**src/verilog/apf_map.vh**
```
// Constants of the alarm priority and failure handler
`ifndef APF_MAP_VH
`define APF_MAP_VH

// ------------------------------------------------------------
// Timebase
// ------------------------------------------------------------
`define APF_CLK_HZ 10000000
`define APF_TICK_S 1
`define APF_SEC_CYCLES (`APF_CLK_HZ * `APF_TICK_S)
`define APF_SEC_PER_MIN 6'h3C
`define APF_FAULT_DELAY_S 6'h3C
`define APF_REFRESH_MAX_MIN 8'hA0

// ------------------------------------------------------------
// Current loop limits and fallback values, microamps, percent, millivolts
// ------------------------------------------------------------
`define APF_LOOP_MIN_UA 16'h0FA0
`define APF_LOOP_MAX_UA 16'h4E20
`define APF_SUBST_HIGH 16'hFFFF
`define APF_LIMIT_PCT 7'h37
`define APF_FULL_PCT 7'h64
`define APF_AO_FAULT_MV 16'h04E2
`define APF_AO_FAULT_UA 16'h09C4

// ------------------------------------------------------------
// Alarm routing
// ------------------------------------------------------------
`define APF_NRELAY 5
`define APF_MODEM_BIT 5
`define APF_CODE_W 9
`define APF_MASK_W 6

// ------------------------------------------------------------
// Register byte offsets
// ------------------------------------------------------------
`define APF_REG_CTRL 12'h000
`define APF_REG_STATUS 12'h004
`define APF_REG_EMERG 12'h008
`define APF_REG_PRIO_SEL 12'h00C
`define APF_REG_PRIO_DATA 12'h010
`define APF_REG_REFRESH0 12'h014

// ------------------------------------------------------------
// Fields and reset values
// ------------------------------------------------------------
`define APF_CTRL_NREL_LSB 0
`define APF_CTRL_AOV_SEL 4
`define APF_CTRL_AOC_SEL 5
`define APF_CTRL_RESET 8
`define APF_CTRL_CLEAR_ALL 9
`define APF_CTRL_RST 3'h0
`define APF_EMERG_RST 8'h00
`define APF_REFRESH_RST 8'h00

`endif

```
**src/verilog/apf_prio_mem.v**
```verilog
// Priority mask table indexed by failure code
`timescale 1ns/1ps
module apf_prio_mem (
    // Clock
    input wire pclk,
    // Write port
    input wire wr_en,
    input wire [8:0] wr_addr,
    input wire [5:0] wr_data,
    // Read port, data registered
    input wire [8:0] rd_addr,
    output reg [5:0] rd_data
);
    reg [5:0] mem [0:511];
    integer i;

    // Table starts empty so no code is forwarded until assigned
    initial begin
        for (i = 0; i < 512; i = i + 1) begin
            mem[i] = 6'h00;
        end
    end

    always @(posedge pclk) begin
        if (wr_en) begin
            mem[wr_addr] <= wr_data;
        end
        rd_data <= mem[rd_addr];
    end
endmodule

```
**src/verilog/apf_handler.v**
```verilog
// Transmitter failure reactions and alarm relay routing
//
// Functional notes
// - Loop current outside 4-20 mA is failure
// - Suction failure: high stage input, 55% limit
// - Suction failure shows defect marker on display
// - High pressure failure: high fan input, 55%
// - High pressure failure suppresses condenser alarms
// - Failure of the input chosen by aov_sel or aoc_sel drives that analog output below range
// - Fault reactions wait 60 seconds of persistence
// - Emergency stages use inverted normally-closed relays
// - Configured count, up to five, of alarm relays
// - Mask levels 1-5 map relays, 6 modem
// - Empty priority mask forwards nothing
// - Relay energized when healthy, off until clear-all, or reset or refresh expiry if enabled
// - Repeat same-priority failure causes no relay transition
// - Per-relay refresh delay, 0 disables, max 160
// - Reset acts on all refresh-enabled relays
`include "apf_map.vh"
`timescale 1ns/1ps
module apf_handler #(
    parameter SEC_CYCLES = `APF_SEC_CYCLES
) (
    // APB slave
    input wire pclk,
    input wire presetn,
    input wire psel,
    input wire penable,
    input wire pwrite,
    input wire [11:0] paddr,
    input wire [31:0] pwdata,
    output reg [31:0] prdata,
    output reg pready,
    output reg pslverr,
    // Transmitters, 0 suction, 1 high pressure, microamps
    input wire [15:0] suct_loop_ua,
    input wire [15:0] hp_loop_ua,
    // Controller feeds
    output reg [15:0] suct_stage_in,
    output reg [15:0] fan_stage_in,
    output reg [6:0] comp_limit_pct,
    output reg [6:0] fan_limit_pct,
    output reg suct_display_defect,
    // Condenser pressure alarms per compound
    input wire [1:0] condenser_prealarm_in,
    input wire [1:0] condenser_alarm_in,
    output reg [1:0] condenser_prealarm,
    output reg [1:0] condenser_alarm,
    // Analog outputs
    input wire [15:0] ao_volt_mv_in,
    input wire [15:0] ao_curr_ua_in,
    output reg [15:0] ao_volt_mv,
    output reg [15:0] ao_curr_ua,
    // Compressor stages
    input wire [7:0] stage_req,
    output reg [7:0] stage_coil,
    // Failure events
    input wire fail_valid,
    input wire [8:0] fail_code,
    input wire reset_softkey,
    // Alarm outputs
    output reg [4:0] alarm_relay,
    output reg modem_req
);
    // ------------------------------------------------------------
    // Registers
    // ------------------------------------------------------------
    reg [2:0] relay_count;
    reg aov_sel;
    reg aoc_sel;
    reg [7:0] emerg_mask;
    reg [8:0] prio_sel;
    reg [7:0] refresh_min [0:4];
    reg cmd_reset;
    reg cmd_clear_all;
    wire [1:0] chan_raw;
    wire [1:0] chan_fail;
    reg [4:0] relay_sig;

    wire apb_acc = psel & penable & ~pready;
    wire apb_wr = apb_acc & pwrite;
    wire refresh_hit = (paddr >= `APF_REG_REFRESH0) && (paddr < `APF_REG_REFRESH0 + 12'h014) &&
        (paddr[1:0] == 2'b00);
    wire [2:0] refresh_idx = paddr[4:2] - 3'h5;
    wire mapped = (paddr == `APF_REG_CTRL) || (paddr == `APF_REG_STATUS) || (paddr == `APF_REG_EMERG) ||
        (paddr == `APF_REG_PRIO_SEL) || (paddr == `APF_REG_PRIO_DATA) || refresh_hit;
    wire prio_wr = apb_wr && (paddr == `APF_REG_PRIO_DATA);

    reg [31:0] next_rdata;
    integer k;

    always @* begin
        next_rdata = 32'h0000_0000;
        case (paddr)
            `APF_REG_CTRL: next_rdata = {26'h0, aoc_sel, aov_sel, 1'b0, relay_count};
            `APF_REG_STATUS: next_rdata = {19'h0, relay_sig, 4'h0, chan_fail, chan_raw};
            `APF_REG_EMERG: next_rdata = {24'h0, emerg_mask};
            `APF_REG_PRIO_SEL: next_rdata = {23'h0, prio_sel};
            default: begin
                if (refresh_hit) begin
                    next_rdata = {24'h0, refresh_min[refresh_idx]};
                end
            end
        endcase
    end

    // One wait state on every access keeps pready a flop output
    always @(posedge pclk or negedge presetn) begin
        if (!presetn) begin
            pready <= 1'b0;
            pslverr <= 1'b0;
            prdata <= 32'h0000_0000;
            relay_count <= `APF_CTRL_RST;
            aov_sel <= 1'b0;
            aoc_sel <= 1'b0;
            emerg_mask <= `APF_EMERG_RST;
            prio_sel <= 9'h000;
            cmd_reset <= 1'b0;
            cmd_clear_all <= 1'b0;
            for (k = 0; k < 5; k = k + 1) begin
                refresh_min[k] <= `APF_REFRESH_RST;
            end
        end else begin
            pready <= apb_acc;
            pslverr <= apb_acc & ~mapped;
            cmd_reset <= 1'b0;
            cmd_clear_all <= 1'b0;
            if (apb_acc && !pwrite) begin
                prdata <= mapped ? next_rdata : 32'h0000_0000;
            end
            if (apb_wr) begin
                if (paddr == `APF_REG_CTRL) begin
                    // Counts above five saturate
                    relay_count <= (pwdata[2:0] > 3'h5) ? 3'h5 : pwdata[2:0];
                    aov_sel <= pwdata[`APF_CTRL_AOV_SEL];
                    aoc_sel <= pwdata[`APF_CTRL_AOC_SEL];
                    cmd_reset <= pwdata[`APF_CTRL_RESET];
                    cmd_clear_all <= pwdata[`APF_CTRL_CLEAR_ALL];
                end
                if (paddr == `APF_REG_EMERG) begin
                    emerg_mask <= pwdata[7:0];
                end
                if (paddr == `APF_REG_PRIO_SEL) begin
                    prio_sel <= pwdata[8:0];
                end
                if (refresh_hit) begin
                    refresh_min[refresh_idx] <= (pwdata[7:0] > `APF_REFRESH_MAX_MIN) ?
                        `APF_REFRESH_MAX_MIN : pwdata[7:0];
                end
            end
        end
    end

    // ------------------------------------------------------------
    // Timebase: second and minute enables
    // ------------------------------------------------------------
    reg [23:0] sec_div;
    reg [5:0] min_div;
    reg sec_tick;
    reg min_tick;

    always @(posedge pclk or negedge presetn) begin
        if (!presetn) begin
            sec_div <= 24'h000000;
            min_div <= 6'h00;
            sec_tick <= 1'b0;
            min_tick <= 1'b0;
        end else begin
            sec_tick <= 1'b0;
            min_tick <= 1'b0;
            if (sec_div == SEC_CYCLES[23:0] - 24'h000001) begin
                sec_div <= 24'h000000;
                sec_tick <= 1'b1;
                if (min_div == `APF_SEC_PER_MIN - 6'h01) begin
                    min_div <= 6'h00;
                    min_tick <= 1'b1;
                end else begin
                    min_div <= min_div + 6'h01;
                end
            end else begin
                sec_div <= sec_div + 24'h000001;
            end
        end
    end

    // ------------------------------------------------------------
    // Transmitter supervision
    // ------------------------------------------------------------
    wire [15:0] loop_ua [0:1];
    assign loop_ua[0] = suct_loop_ua;
    assign loop_ua[1] = hp_loop_ua;

    genvar c;
    generate
        for (c = 0; c < 2; c = c + 1) begin : g_chan
            reg [5:0] persist;
            reg failed;
            // Out of range on either side
            assign chan_raw[c] = (loop_ua[c] < `APF_LOOP_MIN_UA) || (loop_ua[c] > `APF_LOOP_MAX_UA);
            assign chan_fail[c] = failed;
            // Any return to range restarts the full delay
            always @(posedge pclk or negedge presetn) begin
                if (!presetn) begin
                    persist <= 6'h00;
                    failed <= 1'b0;
                end else if (!chan_raw[c]) begin
                    persist <= 6'h00;
                    failed <= 1'b0;
                end else if (sec_tick && !failed) begin
                    // First tick may be partial; one extra tick keeps the full delay
                    if (persist == `APF_FAULT_DELAY_S) begin
                        failed <= 1'b1;
                    end else begin
                        persist <= persist + 6'h01;
                    end
                end
            end
        end
    endgenerate

    // ------------------------------------------------------------
    // Failure reactions, all registered
    // ------------------------------------------------------------
    always @(posedge pclk or negedge presetn) begin
        if (!presetn) begin
            suct_stage_in <= 16'h0000;
            fan_stage_in <= 16'h0000;
            comp_limit_pct <= `APF_FULL_PCT;
            fan_limit_pct <= `APF_FULL_PCT;
            suct_display_defect <= 1'b0;
            condenser_prealarm <= 2'b00;
            condenser_alarm <= 2'b00;
            ao_volt_mv <= 16'h0000;
            ao_curr_ua <= 16'h0000;
            stage_coil <= 8'h00;
        end else begin
            suct_stage_in <= chan_fail[0] ? `APF_SUBST_HIGH : suct_loop_ua;
            comp_limit_pct <= chan_fail[0] ? `APF_LIMIT_PCT : `APF_FULL_PCT;
            suct_display_defect <= chan_fail[0];
            fan_stage_in <= chan_fail[1] ? `APF_SUBST_HIGH : hp_loop_ua;
            fan_limit_pct <= chan_fail[1] ? `APF_LIMIT_PCT : `APF_FULL_PCT;
            condenser_prealarm <= chan_fail[1] ? 2'b00 : condenser_prealarm_in;
            condenser_alarm <= chan_fail[1] ? 2'b00 : condenser_alarm_in;
            ao_volt_mv <= chan_fail[aov_sel] ? `APF_AO_FAULT_MV : ao_volt_mv_in;
            ao_curr_ua <= chan_fail[aoc_sel] ? `APF_AO_FAULT_UA : ao_curr_ua_in;
            // Unpowered NC contact closes, so emergency stages run
            stage_coil <= stage_req ^ emerg_mask;
        end
    end

    // ------------------------------------------------------------
    // Failure code lookup
    // ------------------------------------------------------------
    wire [5:0] code_mask;
    reg ev_valid;

    apf_prio_mem u_prio_mem (
        .pclk(pclk),
        .wr_en(prio_wr),
        .wr_addr(prio_sel),
        .wr_data(pwdata[5:0]),
        .rd_addr(fail_code),
        .rd_data(code_mask)
    );

    always @(posedge pclk or negedge presetn) begin
        if (!presetn) begin
            ev_valid <= 1'b0;
            modem_req <= 1'b0;
        end else begin
            ev_valid <= fail_valid;
            // Empty mask leaves the modem untouched
            modem_req <= ev_valid & code_mask[`APF_MODEM_BIT];
        end
    end

    // ------------------------------------------------------------
    // Alarm relays with refresh
    // ------------------------------------------------------------
    wire soft_reset = reset_softkey | cmd_reset;

    genvar r;
    generate
        for (r = 0; r < `APF_NRELAY; r = r + 1) begin : g_relay
            reg [7:0] age;
            wire reserved = (relay_count > r);
            wire refresh_on = (refresh_min[r] != 8'h00);
            wire hit = ev_valid & code_mask[r] & reserved;
            wire expire = relay_sig[r] & refresh_on & min_tick & (age == refresh_min[r] - 8'h01);
            wire clear = cmd_clear_all | (soft_reset & refresh_on) | expire;
            always @(posedge pclk or negedge presetn) begin
                if (!presetn) begin
                    relay_sig[r] <= 1'b0;
                    age <= 8'h00;
                    alarm_relay[r] <= 1'b0;
                end else begin
                    // New failure wins over a clear in the same cycle
                    if (hit) begin
                        relay_sig[r] <= 1'b1;
                    end else if (clear || !reserved) begin
                        relay_sig[r] <= 1'b0;
                    end
                    if (!relay_sig[r] || hit || clear) begin
                        age <= 8'h00;
                    end else if (min_tick) begin
                        age <= age + 8'h01;
                    end
                    // Fail-safe: energized only while healthy
                    alarm_relay[r] <= reserved & ~(relay_sig[r] | hit);
                end
            end
        end
    endgenerate
endmodule

```
**config.mk**
```make
export PLATFORM = sky130hd
export DESIGN_NAME = apf_handler
export DESIGN_NICKNAME = d
export VERILOG_FILES = /design/src/verilog/apf_prio_mem.v /design/src/verilog/apf_handler.v
export VERILOG_INCLUDE_DIRS = /design/src /design/src/verilog
export SDC_FILE = /design/constraint.sdc
export NUM_CORES = 2
export LEC_CHECK = 0
export BUFFER_PORTS_ARGS = -buffer_cell sky130_fd_sc_hd__buf_2
export CORE_ASPECT_RATIO = 0.9
export CORE_UTILIZATION = 60
export DETAILED_ROUTE_END_ITERATION = 16
export PLACE_DENSITY = 0.77
export SYNTH_ARGS = -nofsm -noshare
export SYNTH_HDL_FRONTEND = slang
export SYNTH_SLANG_ARGS = --single-unit
```
**constraint.sdc**
```tcl
create_clock -name pclk -period 3.24 [get_ports pclk]
set_input_delay 0.486 -clock pclk [delete_from_list [all_inputs] [get_ports pclk]]
set_output_delay 0.486 -clock pclk [all_outputs]
set_load 0.02 [all_outputs]
```
# Yosys cells after proc, flatten, opt, wreduce, memory -nomap -nowiden
# Memory sizes are Yosys's and may differ from the RTL's. A register that Yosys moved wholly into a read port is not among the register bits.
# Index checks and enable logic that the tools add are counted.
[word_totals] word_cells=300 ramBits=3072 memories=1 in_bits=136 reg_bits=287
[classes] n_eq_ne=19 n_lt_le_gt_ge=17 mux=66 bitwise=65 n_addsub=15 reduce_logical=67
[mem_list] name="u_prio_mem.mem" depth=512 word_bits=6 read_ports=1 rd_clocked_by_memory_dff=1 wr=1 line="apf_prio_mem.v:14" rtl="reg [5:0] mem [0:511];"
[op_table] op="case mux 32 bit (4 select lines)" n=1
[op_table] op="two-way mux 8 bit" n=15
[op_table] op="two-way mux 16 bit" n=4
[op_table] op="two-way mux 6 bit" n=7
[op_table] op="adder 8 x 1 -> 8 bit, second input constant" n=5
[op_table] op="bitwise AND 1 bit" n=40
[op_table] op="bitwise mux 40 bit" n=1
[op_table] op="== test 8 bit" n=5
[op_table] op="nonzero test 8 bit" n=5
[op_table] op="subtractor 8 x 1 -> 8 bit, second input constant" n=5
[op_table] op="> comparator 16 x 15 -> 1 bit, second input constant" n=2
[op_table] op="less-than comparator 16 x 12 -> 1 bit, second input constant" n=2
[op_table] op="two-way mux 32 bit" n=1
[op_table] op="two-way mux 1 bit" n=29
[op_table] op="adder 24 x 1 -> 24 bit, second input constant" n=1
[op_table] op="binary-select mux 8 bit (select 3 bit)" n=1
[op_table] op="demux 8 bit (select 3 bit)" n=1
[op_table] op="== test 12 x 4 -> 1 bit, second input constant" n=2
[op_table] op="== test 24 bit, second input constant" n=1
[op_table] op="two-way mux 24 bit" n=1
[op_table] op="logical OR 1 bit" n=22
[op_table] op="nonzero test 2 bit" n=10
[op_table] op="adder 6 x 1 -> 6 bit, second input constant" n=3
[op_table] op="== test 6 bit, second input constant" n=3
[op_table] op="other kinds (26)" n=82

# Longest topological paths before layout
[logic_depth] word_depth=8 mapped_depth=13

# Modules after synthesis
# From an unflattened synthesis, not the netlist that was laid out.
[hier_totals] cells_unflattened=7448 area_unflattened_um2=135014.5
[modules_own_cells] module="apf_prio_mem" area_per_inst_um2=122457.4 seq_area_each_um2=92368.6 cells_each=6231 n_inst=1
[modules_own_cells] module="apf_handler" area_per_inst_um2=12557.0 seq_area_each_um2=6433.7 cells_each=1217 n_inst=1

# Worst setup path before layout
# Ideal clock, no wire load.
[synth_timing] path_type="input to register" start="input port paddr[2]" end="memory u_prio_mem.mem[246][0], enable pin" required_ns=2.890 cell_stages=11 setup_time_ns=0.350 arrival_ns=2.816 path_slack_ns=0.074 cell_sequence="clkbuf_1 > inv_1 > ha_1 > clkbuf_1 > nand2_1 > or3_1 > clkbuf_1 > nor3_1 > nand3_1 > clkbuf_1 > nor2_1"
[synth_via] elab_chain_cells=4
[synth_lines] item="start, declared" line="apf_handler.v:30" rtl="input wire [11:0] paddr,"
[synth_lines] item="== test 12 x 5 -> 1 bit (no source line)"
[synth_lines] item="logical AND 1 bit" line="apf_handler.v:87" rtl="wire prio_wr = apb_wr && (paddr == `APF_REG_PRIO_DATA);"
[synth_lines] item="two-way mux 1 bit" line="apf_prio_mem.v:25" rtl="if (wr_en) begin"
[synth_lines] item="two-way mux 1 bit (not written as such)" line="apf_prio_mem.v:26" rtl="mem[wr_addr] <= wr_data;"
[synth_lines] item="end, declared" line="apf_prio_mem.v:14"
# No other way between the ends.

# Worst setup path after layout
[layout_timing] start="input port penable" end="memory u_prio_mem.mem[119][3], enable pin"
[layout_via] elab_chain_cells=6
[layout_lines] item="start, declared" line="apf_handler.v:28" rtl="input wire penable,"
[layout_lines] item="bitwise AND 1 bit (2 in series)" line="apf_handler.v:80" rtl="wire apb_acc = psel & penable & ~pready;"
[layout_lines] item="net apb_acc" line="apf_handler.v:80"
[layout_lines] item="bitwise AND 1 bit" line="apf_handler.v:81" rtl="wire apb_wr = apb_acc & pwrite;"
[layout_lines] item="logical AND 1 bit" line="apf_handler.v:87"
[layout_lines] item="two-way mux 1 bit" line="apf_prio_mem.v:25"
[layout_lines] item="two-way mux 1 bit (not written as such)" line="apf_prio_mem.v:26"
# The timed path passes the listed nets, and every way through them passes these cells.

==> results.sh <==
export IMPL_status="complete, no violations"
export IMPL_area_growth_pct=18.28
export IMPL_grt_use_total_pct=31.24
export IMPL_crit_arrival_ns=3.79
export IMPL_ir_worst_vdd_v=0.0004547
export IMPL_fin_crit_ns=3.173
export IMPL_r2r_setup_slack_ns=0.45
export IMPL_critical_path_class="input port to flip-flop"
export IMPL_end_kind="flip-flop"
export IMPL_post_cts_buffers=0
export IMPL_port_buffers=219
export IMPL_synthTopCellsByArea="edfxtp_1 (69%), mux4_2 (8.7%), dfrtp_1 (4.8%)"
export IMPL_antenna_found_initial=16
export IMPL_grt_overflow=0
export IMPL_hpwl_mm=214.9
export IMPL_worstMarginPinSlew_ns=1.450
export IMPL_synth_warnings=0
export IMPL_async_flop_share_pct=7.706
export IMPL_cts_root_buf="clkbuf_16"
export IMPL_grt_pass1_wl_mm=516.5
export IMPL_routed_wl_mm=351.8
export IMPL_layout_drive_gt1_share_pct=28.64
export IMPL_cts_sinks=3335
export IMPL_cts_tree="built"
export IMPL_r2r_end="g_relay[3].age[5]$_DFFE_PN0P_"
export IMPL_grt_pass1_vias=79300
export IMPL_whs_path_depth=2
export IMPL_yosysTopAreaCell="edfxtp_1"
export IMPL_synthFlopType="edfxtp_1"
export IMPL_leakage_nw=54.90
export IMPL_numCtsBuffers=333
export IMPL_p_per_area_mw_per_mm2=569.5
export IMPL_min_from="pwdata[7]"
export IMPL_rr_startpoint="refresh_min[10]$_DFFE_PN0P_"
export IMPL_ioPinCount=267
export IMPL_met3_length_mm=40.08
export IMPL_setup_violations_final=0
export IMPL_placementRows=163
export IMPL_finClkSkew_ns=0.05827
export IMPL_setup_ws_ns=0.06661
export IMPL_synthTopCellsByCount="edfxtp_1 (3072), nor2_1 (619), mux2i_1 (539), mux4_2 (518), dfrtp_1 (255)"
export IMPL_max_freq_ghz=0.3151
export IMPL_drt_iter0_markers=11080
export IMPL_slew_viol_final=0
export IMPL_max_stage_delay_ns=0.59
export IMPL_syn_area_mm2=0.1335
export IMPL_grt_max_degree=225
export IMPL_wl_met1_mm=128.6
export IMPL_slew_headroom_pct=3.356
export IMPL_critPathLaunchType="input port"
export IMPL_clk_latency_ns=0.95
export IMPL_cp_data_required_time_ns=3.86
export IMPL_maxCapViolCount=0
export IMPL_place_ws_ns=-0.3991
export IMPL_initial_core_util_pct=60.61
export IMPL_fin_crit_sh_pct=97.94
export IMPL_yosysSeqAreaShare_pct=74.01
export IMPL_rsz0062_at_grt="false"
export IMPL_ys_ff_latch=3335
export IMPL_synth_most_common_cell="edfxtp_1"
export IMPL_rr_worst_depth=7
export IMPL_synth_top_area_share_pct=69.10
export IMPL_topRoutingLayerUsed="met5"
export IMPL_coreArea_mm2=0.2203
export IMPL_syn_area_per_cell_um2=18.23
export IMPL_wire_per_inst_um=29.59
export IMPL_crit_fanout=16
export IMPL_cp_startpoint="penable"
export IMPL_gp_congestion=0.9559
export IMPL_postSynthCellCount=7324
export IMPL_die_h_um=449.5
export IMPL_cp_cell_sequence="dlygate4sd3_1 -> buf_2 -> nand2_1 -> dlygate4sd3_1 -> nor2_2 -> nand2_1 -> or3_1 -> buf_4 -> nor2_1 -> buf_12 -> nand2_1 -> buf_4 -> nor2_1 -> buf_4"
export IMPL_fp_dieW_um=499.2
export IMPL_cpMaxStageDelayCell="dlygate4sd3_1"
export IMPL_holdWs_ns=0.05406
export IMPL_clkTransAtPathRegs_ns=0.06
export IMPL_vias=78510
export IMPL_wl_met2_mm=164.6
export IMPL_final_core_util_pct=71.69
export IMPL_synth_edf_count=3072
export IMPL_fp_dieArea_mm2=0.2244
export IMPL_drt_pass1_iter_count=6
export IMPL_cts_htree_levels=5
export IMPL_cts_buffer_depth=4
export IMPL_drc_errors=0
export IMPL_synth_distinct_cells=84
export IMPL_finalHoldViolCount=0
export IMPL_hold_class="input port to flip-flop"
export IMPL_antenna_left=0
export IMPL_min_to="refresh_min[15]$_DFFE_PN0P_"
export IMPL_nNetsFinal=8903
export IMPL_routed_via_density=6.603
-- per-layer routing --
metal	GRT usage (%)	up-vias
met2	48.27	5371
met5	0	-
met3	7.374	1050
met4	14.90	10
met1	42.34	39740
li1	-	32340
-- registers in the layout, summed over array words and instances (netlist names), 3 cells and up --
signal / flops
fan_stage_in: 16
min_div: 6
relay_count: 3
relay_sig: 5
ao_curr_ua: 16
g_chan.persist: 12
ao_volt_mv: 16
sec_div: 24
suct_stage_in: 16
alarm_relay: 5
refresh_min: 40
emerg_mask: 8
prio_sel: 9
u_prio_mem.rd_data: 6
stage_coil: 8
g_relay.age: 40
u_prio_mem.mem: 3072
prdata: 13
-- where the power goes --
group          leakage (nW)  switching, mW  total, mW  internal, mW
logic                  18.8           2.92       4.73          1.81
registers              31.0         0.0782       47.2          47.1
clock network          5.17           16.0       38.0          22.0
total                  54.9           19.0       89.9          70.9
-- kinds of logic (layout without fill, tap and decap cells) --
group | after synthesis | count (layout) | share of synthesized area (%)
compound gates | 842 | 842 | 4.418
xor+xnor | 128 | 128 | 0.8398
fa+ha+maj | 22 | 22 | 0.2062
flops | 3335 | 3335 | 74.01
buf+inv | 505 | 2153 | 2.298
mux | 1114 | 1114 | 13.35
simple gates | 1376 | 1376 | 4.870
other cells | 2 | 32 | 0.005626
-- placed cells by master (no fill, tap or decap), drive strengths merged, types with 20 or more instances in the layout --
master / Yosys / final
a22oi: 33 / 33
o221ai: 189 / 189
edfxtp: 3072 / 3072
nand3: 62 / 62
and2: 55 / 55
o31ai: 22 / 22
inv: 32 / 41
o21ai: 105 / 105
xor2: 64 / 64
a211oi: 36 / 36
nor2b: 30 / 30
or2: 34 / 34
dfrtp: 255 / 255
a211o: 26 / 26
o22ai: 154 / 154
dlygate4sd3: 0 / 87
bufinv: 0 / 34
nor2: 619 / 619
a2111oi: 23 / 23
ha: 22 / 22
nand2b: 23 / 23
nor3b: 20 / 20
nand4: 54 / 54
a21oi: 144 / 144
mux4: 526 / 526
mux2i: 539 / 539
xnor2: 64 / 64
clkinv: 0 / 120
mux2: 49 / 49
nand2: 187 / 187
nor4: 58 / 58
nor3: 157 / 157
clkbuf: 236 / 404
buf: 237 / 1449
conb: 2 / 25
or3: 25 / 25
-- final cells by class --
| class | count | area (µm²) |
|---|---|---|
| antenna | 7 | 17.52 |
| clock buffer | 404 | 8797 |
| clock inverter | 181 | 1821 |
| fill | 12550 | 62360 |
| inverter | 32 | 127.6 |
| multi-input combinational | 3507 | 31900 |
| sequential | 3335 | 98800 |
| tap | 2887 | 3612 |
| timing repair buffer | 1536 | 12820 |
-- worst max path at each step --
stage / end / slack, ns / cells past startpoint
2_1_floorplan: u_prio_mem.mem[246][0]$_DFFE_PP_ / 0.07 / 11
3_3_place_gp: u_prio_mem.rd_data[1]$_DFF_P_ / -0.32 / 12
3_5_place_dp: u_prio_mem.rd_data[1]$_DFF_P_ / -0.40 / 12
4_1_cts: u_prio_mem.mem[482][0]$_DFFE_PP_ / 0.11 / 13
5_1_grt: u_prio_mem.mem[119][3]$_DFFE_PP_ / 0.05 / 14
6_report: u_prio_mem.mem[119][3]$_DFFE_PP_ / 0.07 / 14
-- through the flow --
| stage | TNS (ns) | cells | instance area [µm²] | total power [mW] |
|---|---|---|---|---|
| detailed placement | -1.576 | 11210 | 146400 | 52.58 |
| floorplan | 0 | 7347 | 133600 | 50.35 |
| global placement | -1.201 | 11210 | 146400 | 52.46 |
| global route | 0 | 11890 | 157900 | 91.91 |
| CTS | 0 | 11880 | 157900 | 90.08 |
| finish | 0 | 11890 | 157900 | 89.93 |
-- worst max-delay path: cells and delay by family --
family                 cells  cell delay (ns)
buffers and inverters      7             2.08
and+or+nand+nor            7             1.21
-- repair_timing --
| action | 4_1_cts | 5_1_grt |
|---|---|---|
| resized for setup | 0 | 8 |
| hold buffers | 87 | 0 |
| setup endpoints to repair | 0 | 42 |
| endpoints found under the hold margin | 282 | 0 |
(Power assumes the default switching activity.)
